`src/opc_params.svh`:
```
`ifndef OPC_PARAMS_SVH
`define OPC_PARAMS_SVH
`define OPC_OUTS        8
`define OPC_PLLS        2
`define OPC_SRCS        6
`define OPC_N_W         18
`define OPC_F_W         28
`define OPC_CNT_W       20
`define OPC_CW          5
`define OPC_N_MIN       18'h00004
`define OPC_N_INT_MIN   18'h00003
`define OPC_BYPASS      3'h1
`define OPC_SPACE_LAST  2'h3
`define OPC_FINE_SHIFT  4
`define OPC_CLK_NS      5
`define OPC_SETTLE_NS   350
`define OPC_SETTLE_CYC  (`OPC_SETTLE_NS / `OPC_CLK_NS)
`define OPC_SLEW0       16'h0010
`define OPC_SLEW1       16'h0040
`define OPC_SLEW2       16'h0100
`define OPC_SLEW3       16'h0400
`define OPC_SEL_PLL0    3'h0
`define OPC_SEL_PLL1    3'h1
`define OPC_SEL_FRAC2   3'h2
`define OPC_SEL_FRAC3   3'h3
`endif

```
`src/opc_pkg.sv`:
```
package opc_pkg;
  // per-PLL output synchronisation sequence
  typedef enum logic [1:0] {SYN_RUN, SYN_LOST, SYN_SETTLE} opc_sync_e;
endpackage : opc_pkg

```
`src/opc_div.sv`:
```
`timescale 1ns/100ps
`include "opc_params.svh"
module opc_div
  import opc_pkg::*;
#(
  parameter int CNT_W = `OPC_CNT_W
) (
  input  wire logic                  clk,
  input  wire logic                  resetn,
  input  wire logic                  src_tick,
  input  wire logic                  power_down,
  input  wire logic                  resync,
  input  wire logic                  lock_lost,
  input  wire logic                  frac_mode,
  input  wire logic                  int_only,
  input  wire logic [`OPC_N_W-1:0]   n_int,
  input  wire logic [`OPC_F_W-1:0]   frac,
  input  wire logic [2:0]            stage1,
  input  wire logic [16:0]           stage2,
  input  wire logic [3:0]            fine_off,
  input  wire logic                  coarse_trig,
  input  wire logic [`OPC_CW-1:0]    coarse_amt,
  input  wire logic                  slope_step,
  output logic                       clk_out,
  output logic                       rise,
  output logic                       busy,
  output logic                       ratio_ok
);
  if (CNT_W < `OPC_CNT_W) begin : g_bad_width
    $error("counter narrower than the largest divide ratio");
  end

  logic [CNT_W-1:0]      cnt, per_base, per_len, half, last, fine_start;
  logic [CNT_W+3:0]      fine_prod;
  logic [19:0]           int_prod;
  logic [`OPC_F_W-1:0]   acc, frac_eff;
  logic [`OPC_F_W+1:0]   acc_sum;
  logic [`OPC_CW-1:0]    remaining;
  logic [1:0]            sp;
  logic                  ext, slope_pend, bypass, at_last;
  logic                  need_coarse, need, wrap, took, took_coarse;

  // ratio: integer stages or twice N.F with fraction carry
  assign bypass   = !frac_mode && (stage1 == `OPC_BYPASS);
  assign int_prod = {17'h00000, stage1} * {3'h0, stage2};
  assign frac_eff = (frac_mode && !int_only) ? frac : '0;
  assign acc_sum  = {2'h0, acc} + {1'h0, frac_eff, 1'h0};
  assign per_base = frac_mode ? CNT_W'({n_int, 1'h0}) : CNT_W'(int_prod);
  assign per_len  = per_base + (frac_mode ? CNT_W'(acc_sum[29:28]) : '0);
  assign half     = per_len >> 1;
  assign last     = per_len - CNT_W'(1);
  assign at_last  = cnt >= last;
  // integer-only fractional mode also allows N of three
  assign ratio_ok = !frac_mode || (n_int >= `OPC_N_MIN) ||
                    ((n_int == `OPC_N_INT_MIN) && (int_only || frac == '0));

  // start point after resync: fine jump, or one step early on bypass
  assign fine_prod  = (CNT_W+4)'(per_base) * (CNT_W+4)'(fine_off);
  assign fine_start = frac_mode ? fine_prod[CNT_W+3:`OPC_FINE_SHIFT]
                    : (bypass ? CNT_W'(1) : '0);

  // one extra source step when coarse or slope step is due
  assign need_coarse = (remaining != '0) && (sp == 2'h0);
  assign need        = need_coarse || slope_pend;
  assign wrap        = src_tick && at_last && !(need && !ext);
  assign took        = wrap && ext;
  assign took_coarse = took && need_coarse;
  assign busy        = remaining != '0;

  // period counter
  always_ff @(posedge clk or negedge resetn) begin
    if (!resetn) begin
      cnt <= '0;
      ext <= 1'b0;
    end else if (power_down) begin
      cnt <= '0;
      ext <= 1'b0;
    end else if (resync) begin
      cnt <= fine_start;
      ext <= 1'b0;
    end else if (src_tick) begin
      if (wrap) begin
        cnt <= '0;
        ext <= 1'b0;
      end else if (at_last) begin
        ext <= 1'b1;
      end else begin
        cnt <= cnt + CNT_W'(1);
      end
    end
  end

  // fraction accumulator, restarted on resync without phase promise
  always_ff @(posedge clk or negedge resetn) begin
    if (!resetn) begin
      acc <= '0;
    end else if (power_down || resync) begin
      acc <= '0;
    end else if (wrap) begin
      acc <= acc_sum[`OPC_F_W-1:0];
    end
  end

  // coarse request: remaining steps and four-period spacing
  always_ff @(posedge clk or negedge resetn) begin
    if (!resetn) begin
      remaining <= '0;
      sp        <= 2'h0;
    end else if (power_down || resync || lock_lost) begin
      remaining <= '0;
      sp        <= 2'h0;
    end else if (coarse_trig && !bypass && !busy) begin
      remaining <= coarse_amt;
      sp        <= 2'h0;
    end else if (wrap) begin
      if (took_coarse) begin
        remaining <= remaining - `OPC_CW'(1);
        sp        <= 2'h1;
      end else if (sp != 2'h0) begin
        sp <= sp + 2'h1;
      end
    end
  end

  // slope step pending; a new step wins over consumption
  always_ff @(posedge clk or negedge resetn) begin
    if (!resetn) begin
      slope_pend <= 1'b0;
    end else if (power_down || resync) begin
      slope_pend <= 1'b0;
    end else if (slope_step) begin
      slope_pend <= 1'b1;
    end else if (took && !need_coarse) begin
      slope_pend <= 1'b0;
    end
  end

  // registered output level and rising-edge pulse
  always_ff @(posedge clk or negedge resetn) begin
    if (!resetn) begin
      clk_out <= 1'b0;
      rise    <= 1'b0;
    end else begin
      clk_out <= !power_down && (cnt < half);
      rise    <= wrap && !power_down;
    end
  end
endmodule : opc_div

```
`src/opc_top.sv`:
```
`timescale 1ns/100ps
`include "opc_params.svh"
module opc_top
  import opc_pkg::*;
#(
  parameter int CNT_W = `OPC_CNT_W
) (
  input  wire logic                     clk,
  input  wire logic                     resetn,
  input  wire logic [1:0]               pll_clk,
  input  wire logic [2:0]               ref_clk,
  input  wire logic                     xtal_clk,
  input  wire logic [1:0]               loss_of_lock_flag,
  input  wire logic [1:0]               hold_flag,
  input  wire logic [3:0]               los_flag,
  input  wire logic [1:0]               switch_event,
  input  wire logic [9:0]               switch_phase_err,
  input  wire logic [1:0]               hitless_switch_select,
  input  wire logic [3:0]               phase_slope_rate,
  input  wire logic [1:0]               output_resync_toggle,
  input  wire logic                     pll1_shutdown,
  input  wire logic [23:0]              divider_source_select,
  input  wire logic [35:0]              frac_n,
  input  wire logic [55:0]              frac_f,
  input  wire logic [1:0]               frac_int_only,
  input  wire logic [7:0]               fine_delay,
  input  wire logic [23:0]              int_stage1,
  input  wire logic [135:0]             int_stage2,
  input  wire logic [39:0]              coarse_amount,
  input  wire logic [7:0]               coarse_trigger,
  input  wire logic [7:0]               out_invert,
  input  wire logic [7:0]               out_enable,
  input  wire logic [7:0]               out_power_down,
  input  wire logic [7:0]               cmos_mode,
  input  wire logic [7:0]               cmos_in_phase,
  input  wire logic                     config_loaded,
  input  wire logic [7:0]               gpio_drive_out,
  input  wire logic [7:0]               gpio_fixed_func,
  input  wire logic [7:0]               gpio_oe_func,
  input  wire logic [7:0]               gpio_value,
  input  wire logic [7:0]               gpio_i,
  output logic [7:0]                    gpio_o,
  output logic [7:0]                    gpio_oe,
  output logic [7:0]                    gpio_input_state,
  output logic [7:0]                    q,
  output logic [7:0]                    nq,
  output logic [7:0]                    q_oe,
  output logic [7:0]                    coarse_busy,
  output logic [1:0]                    ratio_ok,
  output logic [1:0]                    pll_settling
);
  localparam logic [7:0] SETTLE_CYC = 8'(`OPC_SETTLE_CYC);

  logic [`OPC_SRCS-1:0]  src_m, src_s, src_d, src_edge;
  logic [7:0]            gpio_m, gpio_s, status_map, oe_eff;
  logic [7:0]            srcs, rise, div_clk, trig_q, div_ok;
  logic [1:0]            lol_eff, pll_resync, slope_step, tog_q;

  // source clocks: two-flop synchronisers, edges seen after stage two
  always_ff @(posedge clk or negedge resetn) begin
    if (!resetn) begin
      src_m <= '0;
      src_s <= '0;
      src_d <= '0;
    end else begin
      src_m <= {xtal_clk, ref_clk, pll_clk};
      src_s <= src_m;
      src_d <= src_s;
    end
  end
  assign src_edge = src_s & ~src_d;

  // source vector in select-code order, second PLL gated when shut
  assign srcs = {src_edge[5:2], rise[3], rise[2],
                 src_edge[1] & ~pll1_shutdown, src_edge[0]};
  assign lol_eff = {loss_of_lock_flag[1] | pll1_shutdown,
                    loss_of_lock_flag[0]};

  // edge memories for software toggle bits
  always_ff @(posedge clk or negedge resetn) begin
    if (!resetn) begin
      tog_q  <= '0;
      trig_q <= '0;
    end else begin
      tog_q  <= output_resync_toggle;
      trig_q <= coarse_trigger;
    end
  end

  // per-PLL resync sequencing and slope-limited phase walk
  for (genvar p = 0; p < `OPC_PLLS; p++) begin : g_pll
    opc_sync_e  state;
    logic [7:0] settle;
    logic [4:0] slope_left;
    logic [15:0] slope_tmr, slope_int;
    logic       tog_edge;

    assign tog_edge = output_resync_toggle[p] ^ tog_q[p];
    assign pll_resync[p] = !lol_eff[p] &&
                           ((state == SYN_LOST) || tog_edge);
    assign pll_settling[p] = state != SYN_RUN;

    always_ff @(posedge clk or negedge resetn) begin
      if (!resetn) begin
        state  <= SYN_LOST;
        settle <= '0;
      end else begin
        case (state)
          SYN_RUN: begin
            if (lol_eff[p]) begin
              state <= SYN_LOST;
            end else if (tog_edge) begin
              state  <= SYN_SETTLE;
              settle <= SETTLE_CYC;
            end
          end
          SYN_LOST: begin
            if (!lol_eff[p]) begin
              state  <= SYN_SETTLE;
              settle <= SETTLE_CYC;
            end
          end
          SYN_SETTLE: begin
            if (lol_eff[p]) begin
              state <= SYN_LOST;
            end else if (tog_edge) begin
              settle <= SETTLE_CYC;
            end else if (settle == 8'h01) begin
              state <= SYN_RUN;
            end else begin
              settle <= settle - 8'h01;
            end
          end
          default: state <= SYN_LOST;
        endcase
      end
    end

    // slew interval from the two-bit rate field
    always_comb begin
      case (phase_slope_rate[2*p +: 2])
        2'h0:    slope_int = `OPC_SLEW0;
        2'h1:    slope_int = `OPC_SLEW1;
        2'h2:    slope_int = `OPC_SLEW2;
        default: slope_int = `OPC_SLEW3;
      endcase
    end

    // hitless keeps phase; slope mode walks the error out stepwise
    always_ff @(posedge clk or negedge resetn) begin
      if (!resetn) begin
        slope_left <= '0;
        slope_tmr  <= '0;
      end else if (switch_event[p] && !hitless_switch_select[p]) begin
        slope_left <= switch_phase_err[5*p +: 5];
        slope_tmr  <= slope_int;
      end else if (hitless_switch_select[p]) begin
        slope_left <= '0;
      end else if (slope_left != '0) begin
        if (slope_tmr == '0) begin
          slope_left <= slope_left - 5'h01;
          slope_tmr  <= slope_int;
        end else begin
          slope_tmr <= slope_tmr - 16'h0001;
        end
      end
    end
    assign slope_step[p] = (slope_left != '0) && (slope_tmr == '0) &&
                           !hitless_switch_select[p] && !switch_event[p];

  end

  // GPIO: enable input until configured, then fixed or driven
  assign status_map = {los_flag[3], los_flag[2], los_flag[1], hold_flag[1],
                       loss_of_lock_flag[1], los_flag[0], hold_flag[0],
                       loss_of_lock_flag[0]};
  always_ff @(posedge clk or negedge resetn) begin
    if (!resetn) begin
      gpio_m  <= '0;
      gpio_s  <= '0;
      gpio_o  <= '0;
      gpio_oe <= '0;
    end else begin
      gpio_m  <= gpio_i;
      gpio_s  <= gpio_m;
      gpio_oe <= {8{config_loaded}} & gpio_drive_out;
      gpio_o  <= (gpio_fixed_func & status_map) |
                 (~gpio_fixed_func & gpio_value);
    end
  end
  assign gpio_input_state = gpio_s;
  assign oe_eff = config_loaded ?
                  (~(gpio_oe_func & ~gpio_drive_out) | gpio_s) : gpio_s;

  // output dividers and pin stages
  for (genvar i = 0; i < `OPC_OUTS; i++) begin : g_out
    localparam bit IS_FRAC = (i == 2) || (i == 3);
    localparam int K = (i == 3) ? 1 : 0;
    logic [2:0] sel, sel_eff;
    logic       pidx, has_pll, resync_i, lost_i, step_i, trig_i;

    assign sel     = divider_source_select[3*i +: 3];
    assign sel_eff = (i < 4) ? {2'h0, sel[0]} : sel;
    // owning PLL: direct, or through a fractional source
    always_comb begin
      pidx    = 1'b0;
      has_pll = 1'b1;
      case (sel_eff)
        `OPC_SEL_PLL0:  pidx = 1'b0;
        `OPC_SEL_PLL1:  pidx = 1'b1;
        `OPC_SEL_FRAC2: pidx = divider_source_select[6];
        `OPC_SEL_FRAC3: pidx = divider_source_select[9];
        default:        has_pll = 1'b0;
      endcase
    end
    assign resync_i = has_pll && pll_resync[pidx];
    assign lost_i   = has_pll && lol_eff[pidx];
    assign step_i   = has_pll && slope_step[pidx];
    assign trig_i   = coarse_trigger[i] ^ trig_q[i];

    opc_div #(.CNT_W(CNT_W)) u_div (
      .clk         (clk),
      .resetn      (resetn),
      .src_tick    (srcs[sel_eff]),
      .power_down  (out_power_down[i]),
      .resync      (resync_i),
      .lock_lost   (lost_i),
      .frac_mode   (IS_FRAC),
      .int_only    (frac_int_only[K]),
      .n_int       (IS_FRAC ? frac_n[18*K +: 18] : '0),
      .frac        (IS_FRAC ? frac_f[28*K +: 28] : '0),
      .stage1      (int_stage1[3*i +: 3]),
      .stage2      (int_stage2[17*i +: 17]),
      .fine_off    (IS_FRAC ? fine_delay[4*K +: 4] : 4'h0),
      .coarse_trig (trig_i),
      .coarse_amt  (coarse_amount[5*i +: 5]),
      .slope_step  (step_i),
      .clk_out     (div_clk[i]),
      .rise        (rise[i]),
      .busy        (coarse_busy[i]),
      .ratio_ok    (div_ok[i])
    );

    // pin stage: inversion, single-ended pairing, gated drive
    always_ff @(posedge clk or negedge resetn) begin
      if (!resetn) begin
        q[i]    <= 1'b0;
        nq[i]   <= 1'b1;
        q_oe[i] <= 1'b0;
      end else begin
        q[i]    <= div_clk[i] ^ out_invert[i];
        nq[i]   <= (cmos_mode[i] && cmos_in_phase[i]) ?
                   (div_clk[i] ^ out_invert[i]) :
                   !(div_clk[i] ^ out_invert[i]);
        q_oe[i] <= out_enable[i] && oe_eff[i] && !out_power_down[i];
      end
    end

  end

  // fractional ratio legality per fractional divider
  assign ratio_ok = {div_ok[3], div_ok[2]};
endmodule : opc_top

```
`config.mk`:
```
export PLATFORM = sky130hd
export DESIGN_NAME = opc_top
export DESIGN_NICKNAME = d
export VERILOG_FILES = /design/src/opc_pkg.sv /design/src/opc_div.sv /design/src/opc_top.sv
export VERILOG_INCLUDE_DIRS = /design/src
export SDC_FILE = /design/constraint.sdc
export NUM_CORES = 2
export LEC_CHECK = 0
export BUFFER_PORTS_ARGS = -buffer_cell sky130_fd_sc_hd__buf_2
export CORE_MARGIN = 2
export CORE_UTILIZATION = 60
export DETAILED_ROUTE_END_ITERATION = 10
export PLACE_DENSITY = 0.87
export SLEW_MARGIN = 20
export SYNTH_ARGS = -nofsm -noshare
export SYNTH_HDL_FRONTEND = slang
export SYNTH_HIERARCHICAL = 1
export SYNTH_SLANG_ARGS = --single-unit
```
`constraint.sdc`:
```
create_clock -name clk -period 26.2 [get_ports clk]
set_clock_uncertainty 0.15 [all_clocks]
set_input_delay 2.62 -clock clk [delete_from_list [all_inputs] [get_ports clk]]
set_output_delay 2.62 -clock clk [all_outputs]
set_load 0.02 [all_outputs]
```
Word level (Yosys, flattened, before mapping)
Index checks and enable logic that the tools add are counted.
Cells by class
  reductions and logical operators: 380
  bitwise logic cells: 32
  muxes and demuxes: 323
  equality and inequality tests: 56
  multipliers: 8
  magnitude comparators: 34
  add/subtract/negate cells: 42
Operators with widths (number)
  20-bit 2-to-1 mux: 40
  5-bit 2-to-1 mux: 40
  28-bit 2-to-1 mux: 6
  20-bit by 1-bit adder with 20-bit output, second input constant: 8
  20-bit greater-or-equal comparator: 8
  20-bit by 19-bit < comparator with 1-bit output: 8
  20-bit by 1-bit subtractor with 20-bit output, second input constant: 8
  1-bit 2-to-1 mux: 150
  1-bit logical AND: 140
  16-bit 2-to-1 mux: 8
  3-bit by 17-bit multiplier with 20-bit output: 6
  3-bit nonzero test: 38
  2-bit 2-to-1 mux: 52
  8-bit 2-to-1 mux: 13
  2-bit AND reduction: 36
  11-bit case mux with 3 select lines: 2
  4-bit nonzero test: 16
  28-bit by 29-bit adder with 30-bit output: 2
  1-bit logical NOT: 60
  28-bit logical NOT: 2
  5-bit nonzero test: 10
  5-bit by 1-bit subtractor with 5-bit output, second input constant: 10
  8-bit case mux with 3 select lines: 2
  18-bit by 4-bit multiplier with 22-bit output: 2
  other kinds (39): 208
Storage, ports and cells
  logic and storage cells: 968
  bits of input ports: 452
  register bits: 444

Depth between registers and ports, before layout
  depth after elaboration: 13
  mapped depth: 50
  depth with buffers taken out: 43

Modules after synthesis
Netlist, hierarchy kept.
By module, submodules not included
  opc_div (g_out[3].u_div ...): area an instance 9758.1 um^2, times used 2, cells each 1246, sequential area each 1451.4 um^2
  opc_div (g_out[0].u_div ...): area an instance 9614.2 um^2, times used 2, cells each 1242, sequential area each 1451.4 um^2
  opc_div (g_out[6].u_div): area an instance 10314.9 um^2, times used 1, cells each 1336, sequential area each 1451.4 um^2
  opc_div (g_out[7].u_div): area an instance 10082.2 um^2, times used 1, cells each 1287, sequential area each 1451.4 um^2
  opc_div (g_out[1].u_div): area an instance 9728.1 um^2, times used 1, cells each 1242, sequential area each 1451.4 um^2
  opc_div (g_out[5].u_div): area an instance 9636.7 um^2, times used 1, cells each 1238, sequential area each 1451.4 um^2
  opc_top: area an instance 7035.5 um^2, times used 1, cells each 688, sequential area each 3666.0 um^2

Worst setup path before layout
OpenSTA, ideal clock, no wires.
  path type: input to register
  start point: input frac_int_only[1]
  end point: register g_out[3].u_div.cnt[16]
  arrival: 10869 ps
  library setup time: 85 ps
  setup slack: 15097 ps
  stages on the path: 39
  path through: nor2_1 clkbuf_1 nand2_1 fa_1 nor2b_1 o21ai_0 a21boi_0 o21ai_0 a21boi_0 o21ai_0 a21oi_1 o21bai_1 o21ai_0 nand2b_1 a311oi_1 a21oi_1 o21a_1 fa_1 [3 not listed] or3b_2 a21oi_1 and3_1 nand3_1 nor4_1 and3_1 xor2_1 ha_1 a21o_1 a21o_1 a21oi_1 o21ai_0 a31oi_1 nor3_1 nor4_1 nand2_1 o31a_1 o21ai_0
On the way
  word-level cells in the longest chain between the ends: 11
  elaborated cells between the ends (all ways): 13
RTL lines
  start, declared: RTL line opc_top.sv:25  | input wire logic [1:0] frac_int_only,
  28-bit 2-to-1 mux (*): RTL line opc_div.sv:46  | assign frac_eff = (frac_mode && !int_only) ? frac : '0;
  28-bit by 29-bit adder with 30-bit output (*): RTL line opc_div.sv:47  | assign acc_sum = {2'h0, acc} + {1'h0, frac_eff, 1'h0};
  19-bit by 2-bit adder with 20-bit output (*): RTL line opc_div.sv:49  | assign per_len = per_base + (frac_mode ? CNT_W'(acc_sum[29:28]) : '0);
  20-bit by 1-bit subtractor with 20-bit output (*): RTL line opc_div.sv:51  | assign last = per_len - CNT_W'(1);
  20-bit greater-or-equal comparator (*): RTL line opc_div.sv:52  | assign at_last = cnt >= last;
  1-bit logical AND (2 in series): RTL line opc_div.sv:65  | assign wrap = src_tick && at_last && !(need && !ext);
  20-bit 2-to-1 mux: RTL line opc_div.sv:82  | if (wrap) begin
  20-bit 2-to-1 mux: RTL line opc_div.sv:81  | end else if (src_tick) begin
  20-bit 2-to-1 mux: RTL line opc_div.sv:78  | end else if (resync) begin
  20-bit 2-to-1 mux: RTL line opc_div.sv:75  | end else if (power_down) begin
  end signal, assigned: RTL line opc_div.sv:79  | cnt <= fine_start;
  end signal, assigned: RTL line opc_div.sv:88  | cnt <= cnt + CNT_W'(1);
  end, declared: RTL line opc_div.sv:33  | logic [CNT_W-1:0] cnt, per_base, per_len, half, last, fine_start;
Mark *: on every way between the ends. The rest lies on a longest branch, timed or not. The select of a mux whose other input is x is not followed.
A chain may end at the register's enable or synchronous reset.

Final worst setup path
  start point: input frac_int_only[1]
  end point: register g_out[3].u_div.cnt[11]
Same word-level chain as after synthesis.

==> run metrics <==
CP max stage cell a31oi_1; Die Span Y 380 um; Worst setup SP type input pin; Total GRT Usage 30.9%; status finished with violations; layout cells sized above 1 9.51%; TritonRoute pass-1 iters 8; Pleak about 0.047 uW; Power per Cell Area 53.6 nW/um^2; post_cts resized 0; clk slew on worst S/H paths 0.07 ns; Worst EP required 26.65 ns; syn avg cell area 7.96 um^2; DRC Markers 0; worst vdd ir between 0.06 and 0.07 mV; area grow syn2layout 9.69%; final net count approximately 13000; Die X 380 um; num ports 512; Tcrit/Tclk final 47.8%; Slew Limit Fails 178; Total Wirelength 229 mm; violated checks max-slew violations; CP Max Fanout 27; Synth warnings 6; Slew @ Worst Pin 1.80 ns; Final min period between 10 and 15 ns; DPL Wire Length 176 mm; CORE AREA 140000 um^2; routability cong. 0.941; Post-CTS Setup Inserts 0; worst rel slew slack -20.2%; crit path buf inv count 5; GR Util met1 38.9%; Fmax between 70 and 80 MHz; I/O Buffers 503; vias 80100; critical path capture point type register; HP Class reg2reg; Placement Setup Slack 13.19 ns; Max H-tree Level 3; Cell Rows 137; Syn Inst Count ~11000; Max clock buf depth 3; vias in the first global route 79600; first-pass GRT wire length 381 mm; largest net degree at the start of global routing roughly 130; unrepaired setup endpoints after global routing false; post-route cell area 93000 um^2; crit path DAT ~13 ns; Pwr Total between 4000 and 5000 uW; cts bufs inserted 81; Clock Root Buffer clkbuf_16; met3 Usage GRT 5.45%; clk sinks 604; Area after DPL 89900 um^2; Setup WS post-layout ~14 ns; Vias/cell around 6.0; Setup TNS Final 0 ns; CTS tree done; total global routing overflow 0; Initial Utilization 60.6%; Die Footprint 144000 um^2; Crit path max-delay family compound AO/OA/AOI/OAI gates; Post-DRT Antenna Nets 0; initial antenna violation count 42; final hold vios 0; wire per inst 17.2 um; Iteration-0 DRC Markers a little over 6000; setup violators final 0; Post-Syn Area 84700 um^2; Top Usage Layer GRT met2; Worst Setup Path Type in2reg; max incr delay on CP 0.53 ns; max cap viols 0; grt met2 use 52.3%; clock network latency to the later pin of the worst-skew pair approximately 0.73 ns; count of hold-fix buffers inserted at cts 0
sequential cells by signal (all words and copies together), names as in the netlist, 8 cells and up:
signal / cells
gpio_m: 8
nq: 8
gpio_oe: 8
g_out.u_div/slope_pend: 8
gpio_input_state: 8
g_out.u_div/remaining: 40
g_out.u_div/sp: 16
g_pll.settle: 16
g_out.u_div/ext: 8
q_oe: 8
g_out.u_div/cnt: 160
gpio_o: 8
g_pll.slope_tmr: 32
g_out.u_div/acc: 216
g_out.u_div/clk_out: 8
q: 8
g_pll.slope_left: 10
trig_q: 8
placed cells by master (no fill, tap or decap), drive strengths merged, types with 39 or more instances in the layout:
master,count
and3,199
buf,550
xor2,283
clkbuf,113
nand2b,143
nor4,68
a21o,246
nor2b,111
dfrtp,594
xnor2,397
nand3,290
inv,919
a31oi,121
ha,851
o211ai,84
mux2,40
a22o,64
or2,65
o21a,69
fa,424
mux2i,56
o21ai,480
or3,60
a211oi,87
nor3,183
nand4,88
o31ai,61
nor3b,58
a21oi,687
nand2,1631
nand3b,39
nor2,677
and2,441
conb,416
o22ai,61
o21bai,41
metal layers:
metal	wire, um	up-vias
met4	9460	38
met2	109000	2928
li1	-	38000
met3	16600	616
met5	212	-
met1	94000	38500
final timing paths:
kind,endpoint,slack [ns],from,cells past startpoint
worst min-delay path,gpio_input_state[3]$_DFF_PN0_,0.19,gpio_m[3]$_DFF_PN0_,0
worst max-delay path,g_out[3].u_div/cnt[11]$_DFFE_PN0P_,13.69,frac_int_only[1],43
max in group asynchronous,g_out[0].u_div/acc[24]$_DFFE_PN0P_,21.25,resetn,4
worst min register to register,gpio_input_state[3]$_DFF_PN0_,0.19,gpio_m[3]$_DFF_PN0_,0
worst max register to register,g_out[3].u_div/cnt[11]$_DFFE_PN0P_,15.85,g_out[3].u_div/acc[1]$_DFFE_PN0P_,39
min in group asynchronous,q[3]$_DFF_PN0_,1.74,resetn,1
through the flow:
step	utilization (%)	hold WS (ns)	std cells
after floorplan	-	0.181	11100
after global placement	64.3	0.183	13100
after detailed placement	64.3	0.187	13100
after CTS	66.4	0.195	13300
after global routing	66.5	0.200	13300
final	66.5	0.189	13300
where the power goes:
group / internal, uW / switching, uW
clock network: 749 / 500
registers: 1020 / 114
logic: 1040 / 1560
layout make-up:
class,instances,area (um^2)
Multi-Input combinational cell,9162,66100
Fill cell,11300,46900
Sequential cell,604,15100
Inverter,918,3450
Timing Repair Buffer,550,2910
Tap cell,1876,2350
Clock buffer,113,2330
Clock inverter,38,652
Antenna cell,20,50.0
No activity file was read; power rests on OpenSTA's default activity.
